## src/rtl/asc_pkg.sv

```systemverilog
// constants and carrier types for the asynchronous serial channel core
// assumes one 100 MHz clock and a register port sampled synchronously
// Overview of operation
// modem status high bits show inverted pins
// enabled modem change flags raise level-four interrupt
// cts, dsr, dcd change flags on either edge
// ring flag only on low-to-high ring edge
// loop mode feeds status from modem control
// modem status read clears change flags only
// status set during read waits for strobe end
// recurring set status during read is cleared
// divider divides clock by sixteen-bit divisor
// writing either divisor byte reloads counter
// five to eight bits, right justified, zero fill
// shift on 16x clock, load buffer, set ready
// unread buffer overwritten and overrun flagged
// transmit same length, bit zero first
// holding write clears empty, transfer sets it
// transmitter empty low while shifting, wait shifter
// cpu writes holding only when empty flag set
// line status, data, holding empty, modem priority
// ident bit zero low pending, bits 2:1 source
// enable bits 0-3 per source, upper read zero
// disabled sources hidden, status still set
// start bit checked low at seven and half
// divisor access bit remaps offsets zero and one
// ident read or holding write clears holding interrupt
// ident codes 11, 10, 01, 00 with clear causes
package asc_pkg;
  // ----------------------------------------------------------------
  // register offsets
  // ----------------------------------------------------------------
  localparam logic [2:0] ASC_OFS_DATA  = 3'h0;
  localparam logic [2:0] ASC_OFS_IEN   = 3'h1;
  localparam logic [2:0] ASC_OFS_IDENT = 3'h2;
  localparam logic [2:0] ASC_OFS_LCTL  = 3'h3;
  localparam logic [2:0] ASC_OFS_MCTL  = 3'h4;
  localparam logic [2:0] ASC_OFS_LSTAT = 3'h5;
  localparam logic [2:0] ASC_OFS_MSTAT = 3'h6;
  localparam logic [2:0] ASC_OFS_SCR   = 3'h7;
  // field positions
  localparam int ASC_LCTL_DIVISOR_ACCESS_BIT  = 7;
  localparam int ASC_LCTL_BREAK = 6;
  localparam int ASC_MCTL_LOOP  = 4;
  // ident codes, bit 0 included
  localparam logic [7:0] ASC_ID_NONE = 8'h01;
  localparam logic [7:0] ASC_ID_LINE = 8'h06;
  localparam logic [7:0] ASC_ID_DATA = 8'h04;
  localparam logic [7:0] ASC_ID_HOLDING_EMPTY_FLAG = 8'h02;
  localparam logic [7:0] ASC_ID_MDM  = 8'h00;
  // reset values
  localparam logic [7:0]  ASC_RST_ZERO  = 8'h00;
  localparam logic [15:0] ASC_RST_DIV   = 16'h0001;
  // sample counts at 16x
  localparam logic [3:0] ASC_HALF_BIT = 4'h7;
  localparam logic [3:0] ASC_FULL_BIT = 4'hF;

  typedef enum logic [1:0] {
    ASC_RX_IDLE  = 2'b00,
    ASC_RX_START = 2'b01,
    ASC_RX_DATA  = 2'b10,
    ASC_RX_STOP  = 2'b11
  } asc_rx_state_type;

  typedef enum logic [1:0] {
    ASC_TX_IDLE  = 2'b00,
    ASC_TX_START = 2'b01,
    ASC_TX_DATA  = 2'b10,
    ASC_TX_STOP  = 2'b11
  } asc_tx_state_type;

  typedef struct packed {
    logic cts_n;
    logic dsr_n;
    logic ri_n;
    logic dcd_n;
  } asc_modem_in_type;

  typedef struct packed {
    logic dtr_n;
    logic rts_n;
    logic user_output_one_n;
    logic user_output_two_n;
  } asc_modem_out_type;

  typedef struct packed {
    logic [7:0]       ien;
    logic [7:0]       lctl;
    logic [7:0]       mctl;
    logic [7:0]       scr;
    logic [15:0]      divisor;
    logic [15:0]      div_cnt;
    logic             tick;
    logic [7:0]       rx_buf;
    logic             data_ready;
    logic             overrun;
    logic             frame_err;
    logic [3:0]       delta;
    logic [3:0]       mdm_prev;
    logic [3:0]       pend_set;
    logic             pend_ovr;
    logic             pend_frm;
    logic             pend_dr;
    logic             rd_prev;
    logic [2:0]       rd_addr;
    logic             holding_empty_flag_irq;
    logic [7:0]       hold;
    logic             hold_empty;
    asc_tx_state_type tx_state;
    logic [7:0]       tx_shift;
    logic [3:0]       tx_tick;
    logic [2:0]       tx_bit;
    logic             tx_line;
    asc_rx_state_type rx_state;
    logic [7:0]       rx_shift;
    logic [3:0]       rx_tick;
    logic [2:0]       rx_bit;
    logic             rx_prev;
    logic [7:0]       rd_data;
  } asc_state_type;
endpackage : asc_pkg

```

## src/rtl/asc_core.sv

```systemverilog
// asynchronous serial channel: registers, divider, transmitter, receiver
// assumes the cpu port and modem pins are synchronous to ref_clk
`timescale 1ns/100ps
module asc_core (
  // clock and reset
  input  wire logic                  ref_clk,
  input  wire logic                  arst_n,
  // cpu register port
  input  wire logic [2:0]            addr,
  input  wire logic                  write_strobe,
  input  wire logic [7:0]            write_data,
  input  wire logic                  read_strobe_n,
  output      logic [7:0]            read_data,
  output      logic                  interrupt,
  // serial and modem pins
  input  wire logic                  serial_input,
  output      logic                  serial_output,
  input  wire asc_pkg::asc_modem_in_type  modem_in,
  output      asc_pkg::asc_modem_out_type modem_out
);
  import asc_pkg::*;

  asc_state_type st;
  asc_state_type next_st;

  // ----------------------------------------------------------------
  // helpers
  // ----------------------------------------------------------------
  function automatic logic [2:0] last_bit(input logic [1:0] wls);
    last_bit = 3'(4 + int'(wls));
  endfunction : last_bit

  function automatic logic [7:0] len_mask(input logic [1:0] wls);
    len_mask = 8'(9'h1FF >> (3 - int'(wls) + 1));
  endfunction : len_mask

  logic       rd_active;
  logic       rd_end;
  logic       wr_data;
  logic       divisor_access_bit;
  logic       loop_mode;
  logic [3:0] mdm_lvl;
  logic       rx_in;
  logic       line_irq;
  logic [7:0] ident;
  logic [7:0] lstat;
  logic       tx_idle;

  assign divisor_access_bit      = st.lctl[ASC_LCTL_DIVISOR_ACCESS_BIT];
  assign loop_mode = st.mctl[ASC_MCTL_LOOP];
  assign rd_active = !read_strobe_n;
  assign rd_end    = st.rd_prev && read_strobe_n;
  assign wr_data   = write_strobe && addr == ASC_OFS_DATA && !divisor_access_bit;
  assign tx_idle   = st.tx_state == ASC_TX_IDLE;
  // levels in order dcd, ri, dsr, cts
  assign mdm_lvl   = loop_mode ? {st.mctl[3], st.mctl[2], st.mctl[0], st.mctl[1]}
                               : ~{modem_in.dcd_n, modem_in.ri_n,
                                   modem_in.dsr_n, modem_in.cts_n};
  assign rx_in     = loop_mode ? st.tx_line : serial_input;
  assign line_irq  = st.overrun || st.frame_err;

  always_comb
  begin
    lstat = {1'b0, st.hold_empty && tx_idle, st.hold_empty, 1'b0,
             st.frame_err, 1'b0, st.overrun, st.data_ready};
    // disabled sources never surface
    if (st.ien[2] && line_irq)
      ident = ASC_ID_LINE;
    else if (st.ien[0] && st.data_ready)
      ident = ASC_ID_DATA;
    else if (st.ien[1] && st.holding_empty_flag_irq)
      ident = ASC_ID_HOLDING_EMPTY_FLAG;
    else if (st.ien[3] && |st.delta)
      ident = ASC_ID_MDM;
    else
      ident = ASC_ID_NONE;
  end

  // ----------------------------------------------------------------
  // next state
  // ----------------------------------------------------------------
  always_comb
  begin
    logic [3:0] chg;
    chg = 4'h0;
    next_st = st;
    next_st.rd_prev = rd_active;
    next_st.tick = 1'b0;
    if (rd_active && !st.rd_prev)
      next_st.rd_addr = addr;

    // ---------------- baud divider ----------------
    // runs ahead of the writes so that a divisor write overrides the count
    if (st.div_cnt <= 16'h0001)
    begin
      next_st.div_cnt = st.divisor;
      next_st.tick = 1'b1;
    end
    else
      next_st.div_cnt = 16'(st.div_cnt - 16'h0001);

    // ---------------- cpu writes ----------------
    if (write_strobe)
    begin
      case (addr)
        ASC_OFS_DATA:
          if (divisor_access_bit)
          begin
            next_st.divisor[7:0] = write_data;
            next_st.div_cnt = {st.divisor[15:8], write_data};
          end
          else
          begin
            next_st.hold = write_data;
            next_st.hold_empty = 1'b0;
            next_st.holding_empty_flag_irq = 1'b0;
          end
        ASC_OFS_IEN:
          if (divisor_access_bit)
          begin
            next_st.divisor[15:8] = write_data;
            next_st.div_cnt = {write_data, st.divisor[7:0]};
          end
          else
            next_st.ien = {4'h0, write_data[3:0]};
        ASC_OFS_LCTL: next_st.lctl = write_data;
        ASC_OFS_MCTL: next_st.mctl = {3'h0, write_data[4:0]};
        ASC_OFS_SCR:  next_st.scr = write_data;
        default: ;
      endcase
    end

    // ---------------- cpu read data ----------------
    if (rd_active && !st.rd_prev)
    begin
      case (addr)
        ASC_OFS_DATA:  next_st.rd_data = divisor_access_bit ? st.divisor[7:0] : st.rx_buf;
        ASC_OFS_IEN:   next_st.rd_data = divisor_access_bit ? st.divisor[15:8] : st.ien;
        ASC_OFS_IDENT: next_st.rd_data = ident;
        ASC_OFS_LCTL:  next_st.rd_data = st.lctl;
        ASC_OFS_MCTL:  next_st.rd_data = st.mctl;
        ASC_OFS_LSTAT: next_st.rd_data = lstat;
        ASC_OFS_MSTAT: next_st.rd_data = {mdm_lvl, st.delta};
        ASC_OFS_SCR:   next_st.rd_data = st.scr;
        default:       next_st.rd_data = ASC_RST_ZERO;
      endcase
      if (addr == ASC_OFS_IDENT && ident == ASC_ID_HOLDING_EMPTY_FLAG)
        next_st.holding_empty_flag_irq = 1'b0;
    end

    // ---------------- modem change detect ----------------
    next_st.mdm_prev = mdm_lvl;
    chg[0] = mdm_lvl[0] != st.mdm_prev[0];
    chg[1] = mdm_lvl[1] != st.mdm_prev[1];
    chg[3] = mdm_lvl[3] != st.mdm_prev[3];
    // level bit is active-high ring, so trailing pin edge is level falling
    chg[2] = st.mdm_prev[2] && !mdm_lvl[2];

    // ---------------- transmitter ----------------
    if (st.tick)
    begin
      case (st.tx_state)
        ASC_TX_IDLE:
          if (!st.hold_empty)
          begin
            next_st.tx_shift = st.hold & len_mask(st.lctl[1:0]);
            next_st.hold_empty = 1'b1;
            next_st.holding_empty_flag_irq = 1'b1;
            next_st.tx_state = ASC_TX_START;
            next_st.tx_tick = 4'h0;
            next_st.tx_line = 1'b0;
          end
        ASC_TX_START:
        begin
          next_st.tx_tick = 4'(st.tx_tick + 4'h1);
          if (st.tx_tick == ASC_FULL_BIT)
          begin
            next_st.tx_state = ASC_TX_DATA;
            next_st.tx_bit = 3'h0;
            next_st.tx_line = st.tx_shift[0];
          end
        end
        ASC_TX_DATA:
        begin
          next_st.tx_tick = 4'(st.tx_tick + 4'h1);
          if (st.tx_tick == ASC_FULL_BIT)
          begin
            if (st.tx_bit == last_bit(st.lctl[1:0]))
            begin
              next_st.tx_state = ASC_TX_STOP;
              next_st.tx_line = 1'b1;
            end
            else
            begin
              next_st.tx_bit = 3'(st.tx_bit + 3'h1);
              next_st.tx_shift = {1'b0, st.tx_shift[7:1]};
              next_st.tx_line = st.tx_shift[1];
            end
          end
        end
        ASC_TX_STOP:
        begin
          next_st.tx_tick = 4'(st.tx_tick + 4'h1);
          if (st.tx_tick == ASC_FULL_BIT)
            next_st.tx_state = ASC_TX_IDLE;
        end
        default: next_st.tx_state = ASC_TX_IDLE;
      endcase
    end

    // ---------------- receiver ----------------
    if (st.tick)
    begin
      next_st.rx_prev = rx_in;
      case (st.rx_state)
        ASC_RX_IDLE:
          if (st.rx_prev && !rx_in)
          begin
            next_st.rx_state = ASC_RX_START;
            next_st.rx_tick = 4'h0;
          end
        ASC_RX_START:
        begin
          next_st.rx_tick = 4'(st.rx_tick + 4'h1);
          if (st.rx_tick == ASC_HALF_BIT)
          begin
            // noise spikes are rejected here
            if (rx_in)
              next_st.rx_state = ASC_RX_IDLE;
            else
            begin
              next_st.rx_state = ASC_RX_DATA;
              next_st.rx_tick = 4'h0;
              next_st.rx_bit = 3'h0;
              next_st.rx_shift = ASC_RST_ZERO;
            end
          end
        end
        ASC_RX_DATA:
        begin
          next_st.rx_tick = 4'(st.rx_tick + 4'h1);
          if (st.rx_tick == ASC_FULL_BIT)
          begin
            next_st.rx_shift[st.rx_bit] = rx_in;
            next_st.rx_bit = 3'(st.rx_bit + 3'h1);
            if (st.rx_bit == last_bit(st.lctl[1:0]))
              next_st.rx_state = ASC_RX_STOP;
          end
        end
        ASC_RX_STOP:
        begin
          next_st.rx_tick = 4'(st.rx_tick + 4'h1);
          if (st.rx_tick == ASC_FULL_BIT)
          begin
            next_st.rx_state = ASC_RX_IDLE;
            next_st.rx_buf = st.rx_shift;
            next_st.pend_dr = 1'b1;
            next_st.pend_ovr = st.data_ready;
            next_st.pend_frm = !rx_in;
          end
        end
        default: next_st.rx_state = ASC_RX_IDLE;
      endcase
    end
    if (st.rx_state == ASC_RX_STOP && next_st.rx_state == ASC_RX_IDLE)
      ;
    else
    begin
      next_st.pend_dr  = st.pend_dr && rd_active;
      next_st.pend_ovr = st.pend_ovr && rd_active;
      next_st.pend_frm = st.pend_frm && rd_active;
    end

    // ---------------- status set and clear ----------------
    // a set while the strobe is low is parked and applied at the trailing edge
    if (rd_active)
      next_st.pend_set = st.pend_set | chg;
    else if (rd_end)
      next_st.pend_set = 4'h0;
    if (!rd_active && !rd_end)
    begin
      next_st.delta = st.delta | chg;
      if (next_st.pend_dr)
        next_st.data_ready = 1'b1;
      next_st.overrun = st.overrun | next_st.pend_ovr;
      next_st.frame_err = st.frame_err | next_st.pend_frm;
      next_st.pend_dr = 1'b0;
      next_st.pend_ovr = 1'b0;
      next_st.pend_frm = 1'b0;
    end
    if (rd_end)
    begin
      if (st.rd_addr == ASC_OFS_MSTAT)
        // parked sets on already-set flags clear with them
        next_st.delta = (st.pend_set | chg) & ~st.delta;
      else
        next_st.delta = st.delta | st.pend_set | chg;
      if (st.rd_addr == ASC_OFS_LSTAT)
      begin
        next_st.overrun = st.pend_ovr && !st.overrun;
        next_st.frame_err = st.pend_frm && !st.frame_err;
      end
      else
      begin
        next_st.overrun = st.overrun | st.pend_ovr;
        next_st.frame_err = st.frame_err | st.pend_frm;
      end
      if (st.rd_addr == ASC_OFS_DATA && !divisor_access_bit)
        next_st.data_ready = st.pend_dr;
      else
        next_st.data_ready = st.data_ready | st.pend_dr;
      next_st.pend_dr = 1'b0;
      next_st.pend_ovr = 1'b0;
      next_st.pend_frm = 1'b0;
    end
  end

  always_ff @(posedge ref_clk or negedge arst_n)
  begin
    if (!arst_n)
    begin
      st <= '0;
      st.divisor <= ASC_RST_DIV;
      st.div_cnt <= ASC_RST_DIV;
      st.hold_empty <= 1'b1;
      // empty holding register arms its interrupt once enabled
      st.holding_empty_flag_irq <= 1'b1;
      st.tx_line <= 1'b1;
      st.rx_prev <= 1'b1;
    end
    else
      st <= next_st;
  end

  // ----------------------------------------------------------------
  // outputs
  // ----------------------------------------------------------------
  assign read_data     = st.rd_data;
  assign interrupt     = ident != ASC_ID_NONE;
  assign serial_output = loop_mode ? 1'b1 : (st.tx_line && !st.lctl[ASC_LCTL_BREAK]);
  // loop mode parks modem outputs inactive
  assign modem_out.dtr_n  = !(st.mctl[0] && !loop_mode);
  assign modem_out.rts_n  = !(st.mctl[1] && !loop_mode);
  assign modem_out.user_output_one_n = !(st.mctl[2] && !loop_mode);
  assign modem_out.user_output_two_n = !(st.mctl[3] && !loop_mode);

  // ----------------------------------------------------------------
  // checks
  // ----------------------------------------------------------------
  property p_ident_low;
    @(posedge ref_clk) disable iff (!arst_n) interrupt |-> !ident[0];
  endproperty
  a_ident_low: assert property (p_ident_low) else $error("pending without ident");

  property p_ien_upper;
    @(posedge ref_clk) disable iff (!arst_n) st.ien[7:4] == 4'h0;
  endproperty
  a_ien_upper: assert property (p_ien_upper) else $error("enable upper bits set");

  property p_write_clears;
    @(posedge ref_clk) disable iff (!arst_n) wr_data |=> !st.hold_empty;
  endproperty
  a_write_clears: assert property (p_write_clears) else $error("holding flag kept");

  property p_loop_map;
    @(posedge ref_clk) disable iff (!arst_n)
      loop_mode |-> mdm_lvl == {st.mctl[3], st.mctl[2], st.mctl[0], st.mctl[1]};
  endproperty
  a_loop_map: assert property (p_loop_map) else $error("loop status wrong");

  property p_no_set_in_read;
    @(posedge ref_clk) disable iff (!arst_n)
      rd_active && st.rd_prev && $past(rd_active) |=> st.delta == $past(st.delta);
  endproperty
  a_no_set_in_read: assert property (p_no_set_in_read) else $error("set during read");

  property p_line_first;
    @(posedge ref_clk) disable iff (!arst_n)
      st.ien[2] && line_irq |-> ident == ASC_ID_LINE;
  endproperty
  a_line_first: assert property (p_line_first) else $error("priority wrong");

  property p_mdm_irq;
    @(posedge ref_clk) disable iff (!arst_n) st.ien[3] && |st.delta |-> interrupt;
  endproperty
  a_mdm_irq: assert property (p_mdm_irq) else $error("modem interrupt missing");

  property p_transmitter_empty_flag_busy;
    @(posedge ref_clk) disable iff (!arst_n) !tx_idle && !st.hold_empty |=> !st.hold_empty;
  endproperty
  a_transmitter_empty_flag_busy: assert property (p_transmitter_empty_flag_busy) else $error("held byte moved while shifting");

  property p_upper_len;
    @(posedge ref_clk) disable iff (!arst_n)
      st.rx_state == ASC_RX_STOP |-> (st.rx_shift & ~len_mask(st.lctl[1:0])) == 8'h00;
  endproperty
  a_upper_len: assert property (p_upper_len) else $error("upper bits not zero");
endmodule : asc_core

```

## config.mk

```make
export PLATFORM = sky130hd
export DESIGN_NAME = asc_core
export DESIGN_NICKNAME = d
export VERILOG_FILES = /design/src/rtl/asc_pkg.sv /design/src/rtl/asc_core.sv
export SDC_FILE = /design/constraint.sdc
export NUM_CORES = 1
export LEC_CHECK = 0
export ABC_AREA = 1
export BUFFER_PORTS_ARGS = -buffer_cell sky130_fd_sc_hd__buf_2
export CAP_MARGIN = 20
export CELL_PAD_IN_SITES_DETAIL_PLACEMENT = 1
export CELL_PAD_IN_SITES_GLOBAL_PLACEMENT = 1
export CORE_MARGIN = 10
export CORE_UTILIZATION = 40
export DETAILED_ROUTE_END_ITERATION = 8
export PLACE_DENSITY_LB_ADDON = 0.1
export SLEW_MARGIN = 25
export SYNTH_ARGS = -nofsm -noshare
export SYNTH_HDL_FRONTEND = slang
export SYNTH_SLANG_ARGS = --single-unit
export TNS_END_PERCENT = 10
```

## constraint.sdc

```tcl
create_clock -name ref_clk -period 2.04 [get_ports ref_clk]
set_input_delay 0.102 -clock ref_clk [delete_from_list [all_inputs] [get_ports ref_clk]]
set_output_delay 0.102 -clock ref_clk [all_outputs]
set_load 0.02 [all_outputs]
```

==> qor.yml <==
fmax_mhz: 537
area_growth_pct: 15.2
end_kind: "register"
cts_buffers: 17
place_congestion: 0.900
drt-initial-drc-count: 436
post-place-ws_ns: 0.100
relSlewSlack_pct: 64.5
layout_worst_path_cycle_share_pct: 91.3
finalClockSkew_ns: 0.00903
worstMarginPinSlew_ns: 0.532
clock_latency_ns: 0.42
clock_path_buffers: 2
core_area_sq_um: 19000
first_pass_iters: 5
syn_inst: 1013
synth.area.top_cells: "dfrtp_1 (44%), nand2_1 (13%), o21ai_0 (9.1%)"
layout_setup_ws_ns: 0.178
avgSynthCellArea_sq_um: 7.69
num_vias: 7043
fin_nets: 1086
place_area_sq_um: 8270
crit_buf_inv: 2
first_global_vias: 7182
cap_violations: 0
antenna_cells: 0
hp-class: "in -> reg"
grt_pass1_wl_microns: 40000
use_met2_pct: 30.5
ys_seq_elements: 142
wl_microns: 24600
wl_per_cell_microns: 18.5
clk_pin_slew_ns: 0.06
crit_arrival_ns: 2.14
leakagePower_nw: 4.21
syn_nets: 1044
synth_top_cell_area_share_pct: 43.7
port_buffers: 33
power_density_nw_per_um2: 1090
yosysWarnings: 0
cp_max_fo: 15
stdcell_area_sq_um: 8970
dp_hpwl_microns: 18200
final.fill_count: 2371
avgViaCountPerCell: 5.30
setup-violations-final: 0
cts_sinks: 142
critPathKind: "reg -> reg"
required_ns: 2.32
layout-drive-gt1-share_pct: 12.9
dieArea_sq_um: 25400
grt.busiest_layer: "met2"
ant_nets: 0
crit_chain: "inv_1 > ha_1 > o21ai_0 > nor2_1 > nand2_4 > buf_4 > nand3_1 > o21ai_0 > a22oi_1"
ios: 34
post_cts.repair.setup_buffers: 0
grt_max_degree: 43
synth_area_leader_cell: "dfrtp_1"
cp_slowest_cell: "dfstp_2"
root_buffer: "clkbuf_16"
overflow: 0
setup.worst_path.start_class: "register"
max_stage_delay_ns: 0.55
rsz0062_at_grt: "false"
die_w_microns: 160
tns_ns: 0
critPathTopFamily: "flip-flops"
synthesis.area_sq_um: 7780
status: "complete, no violations"
start_util_pct: 41.1
critPathMostFrequentCell: "o21ai_0"
use_met1_pct: 26.9
met3_usage_pct: 3.36
htreeDepth: 4
cts_tree: "yes"
antenna_found_initial: 0
grt_usage_pct: 19.6
yosysSeqAreaShare_pct: 45.7
synth.distinct_cells: 41
layout_min_cycle_time_ns: 1.86
peakVddDrop_uv: 576
slew_violations: 0
drc: 0
dieHeight_microns: 160
rows: 50
hold_viol: 0
## final cells by class
type	instances	area, sq um	share of cell area [%]
multi-input cells	724	3580	39.9
flip-flops and latches	142	3560	39.7
inverters	103	387	4.31
clock buffers	20	457	5.09
repair buffers	67	479	5.34
clock inverters	12	183	2.04
well taps	260	325	3.63
## cells in the mapped netlist, drive strengths merged
master,number
dfrtp,136
a21boi,8
o22ai,2
clkinv,3
nand2,274
o211ai,9
o2111ai,1
buf,32
nor3,10
inv,100
nor2,77
nand4,27
ha,11
a32oi,1
xnor2,7
a211oi,2
a22oi,6
a31oi,2
xor2,6
a32o,1
clkbuf,12
nand3,65
a21oi,40
dfstp,6
or2,5
o21ai,168
o211a,2
## timing repair
item / in CTS / in global routing
hold endpoints to repair: 114 / 0
resized for setup: 0 / 2
endpoints found under the setup margin: 0 / 10
hold buffers: 6 / 0
## layout by cell type (no fill, tap or decap), drive strengths merged, types with 2 or more instances in the layout
master	count
clkinvlp	3
nand3	65
o211a	2
buf	61
nor2	77
o22ai	2
nor3	10
nand4	27
a22oi	6
o211ai	9
a211oi	2
nand2	274
bufinv	4
dfstp	6
dlygate4sd3	6
clkbuf	20
a31oi	2
dfrtp	136
xnor2	7
or2	5
a21boi	8
ha	11
o21ai	168
inv	102
clkinv	6
a21oi	40
xor2	6
## where the power goes
part	switching (mW)	internal (mW)
sequential	0.535	3.39
combinational	1.59	0.865
clock	1.28	2.12
## routing by layer
layer  vias to the layer above  share of wire [%]
met1                      3481                 49
met2                       107                 46
li1                       3425                  -
met3                        30                2.9
met5                         -                  0
met4                         0                2.0
## kinds of logic (layout without fill, tap and decap cells)
kind of cell,count (synthesis),after routing,synth area share [%]
compound gates,242,242,17.3
flops,142,142,45.7
xor+xnor,13,13,1.46
fa+ha+maj,11,11,1.77
buf+inv,147,202,8.34
simple gates,458,458,25.4
## path summary, 6_finish.rpt
path / end / cells after the start / from / slack [ns]
setup / recovery: st[92]$_DFF_PN0_ / 9 / st[85]$_DFF_PN1_ / 0.18
hold / removal: st[55]$_DFFE_PN0P_ / 3 / addr[1] / 0.04
max in group asynchronous: st[144]$_DFFE_PN0P_ / 3 / arst_n / 1.16
setup reg to reg: st[92]$_DFF_PN0_ / 9 / st[85]$_DFF_PN1_ / 0.18
min in group asynchronous: st[88]$_DFF_PN0_ / 2 / arst_n / 0.15
hold reg to reg: read_data[3]$_DFFE_PN0P_ / 2 / read_data[3]$_DFFE_PN0P_ / 0.48
## flip-flops by register name, summed over array words and instances, names as in the netlist
name / count
st: 128
read_data: 8
lstat: 4
divisor_access_bit: 1
loop_mode: 1
## stage by stage
stage                     instances  util, %  total power [mW]  hold slack [ns]
after global placement         1290     43.6              6.32           0.0336
after floorplan                1013        -              5.50           -0.194
final                          1328     47.3              9.78           0.0402
after global routing           1328     47.3              10.4           0.0347
after detailed placement       1290     43.6              6.39           0.0292
after CTS                      1328     47.3              9.86           0.0207
## worst register-to-register path: cells and delay by family, from the launching register on
kind / cells / cell delay [ns]
flops: 1 / 0.55
simple gates: 3 / 0.35
compound gates: 3 / 0.35
buf+inv: 2 / 0.27
fa+ha+maj: 1 / 0.21
No activity file was read; power rests on OpenSTA's default activity.
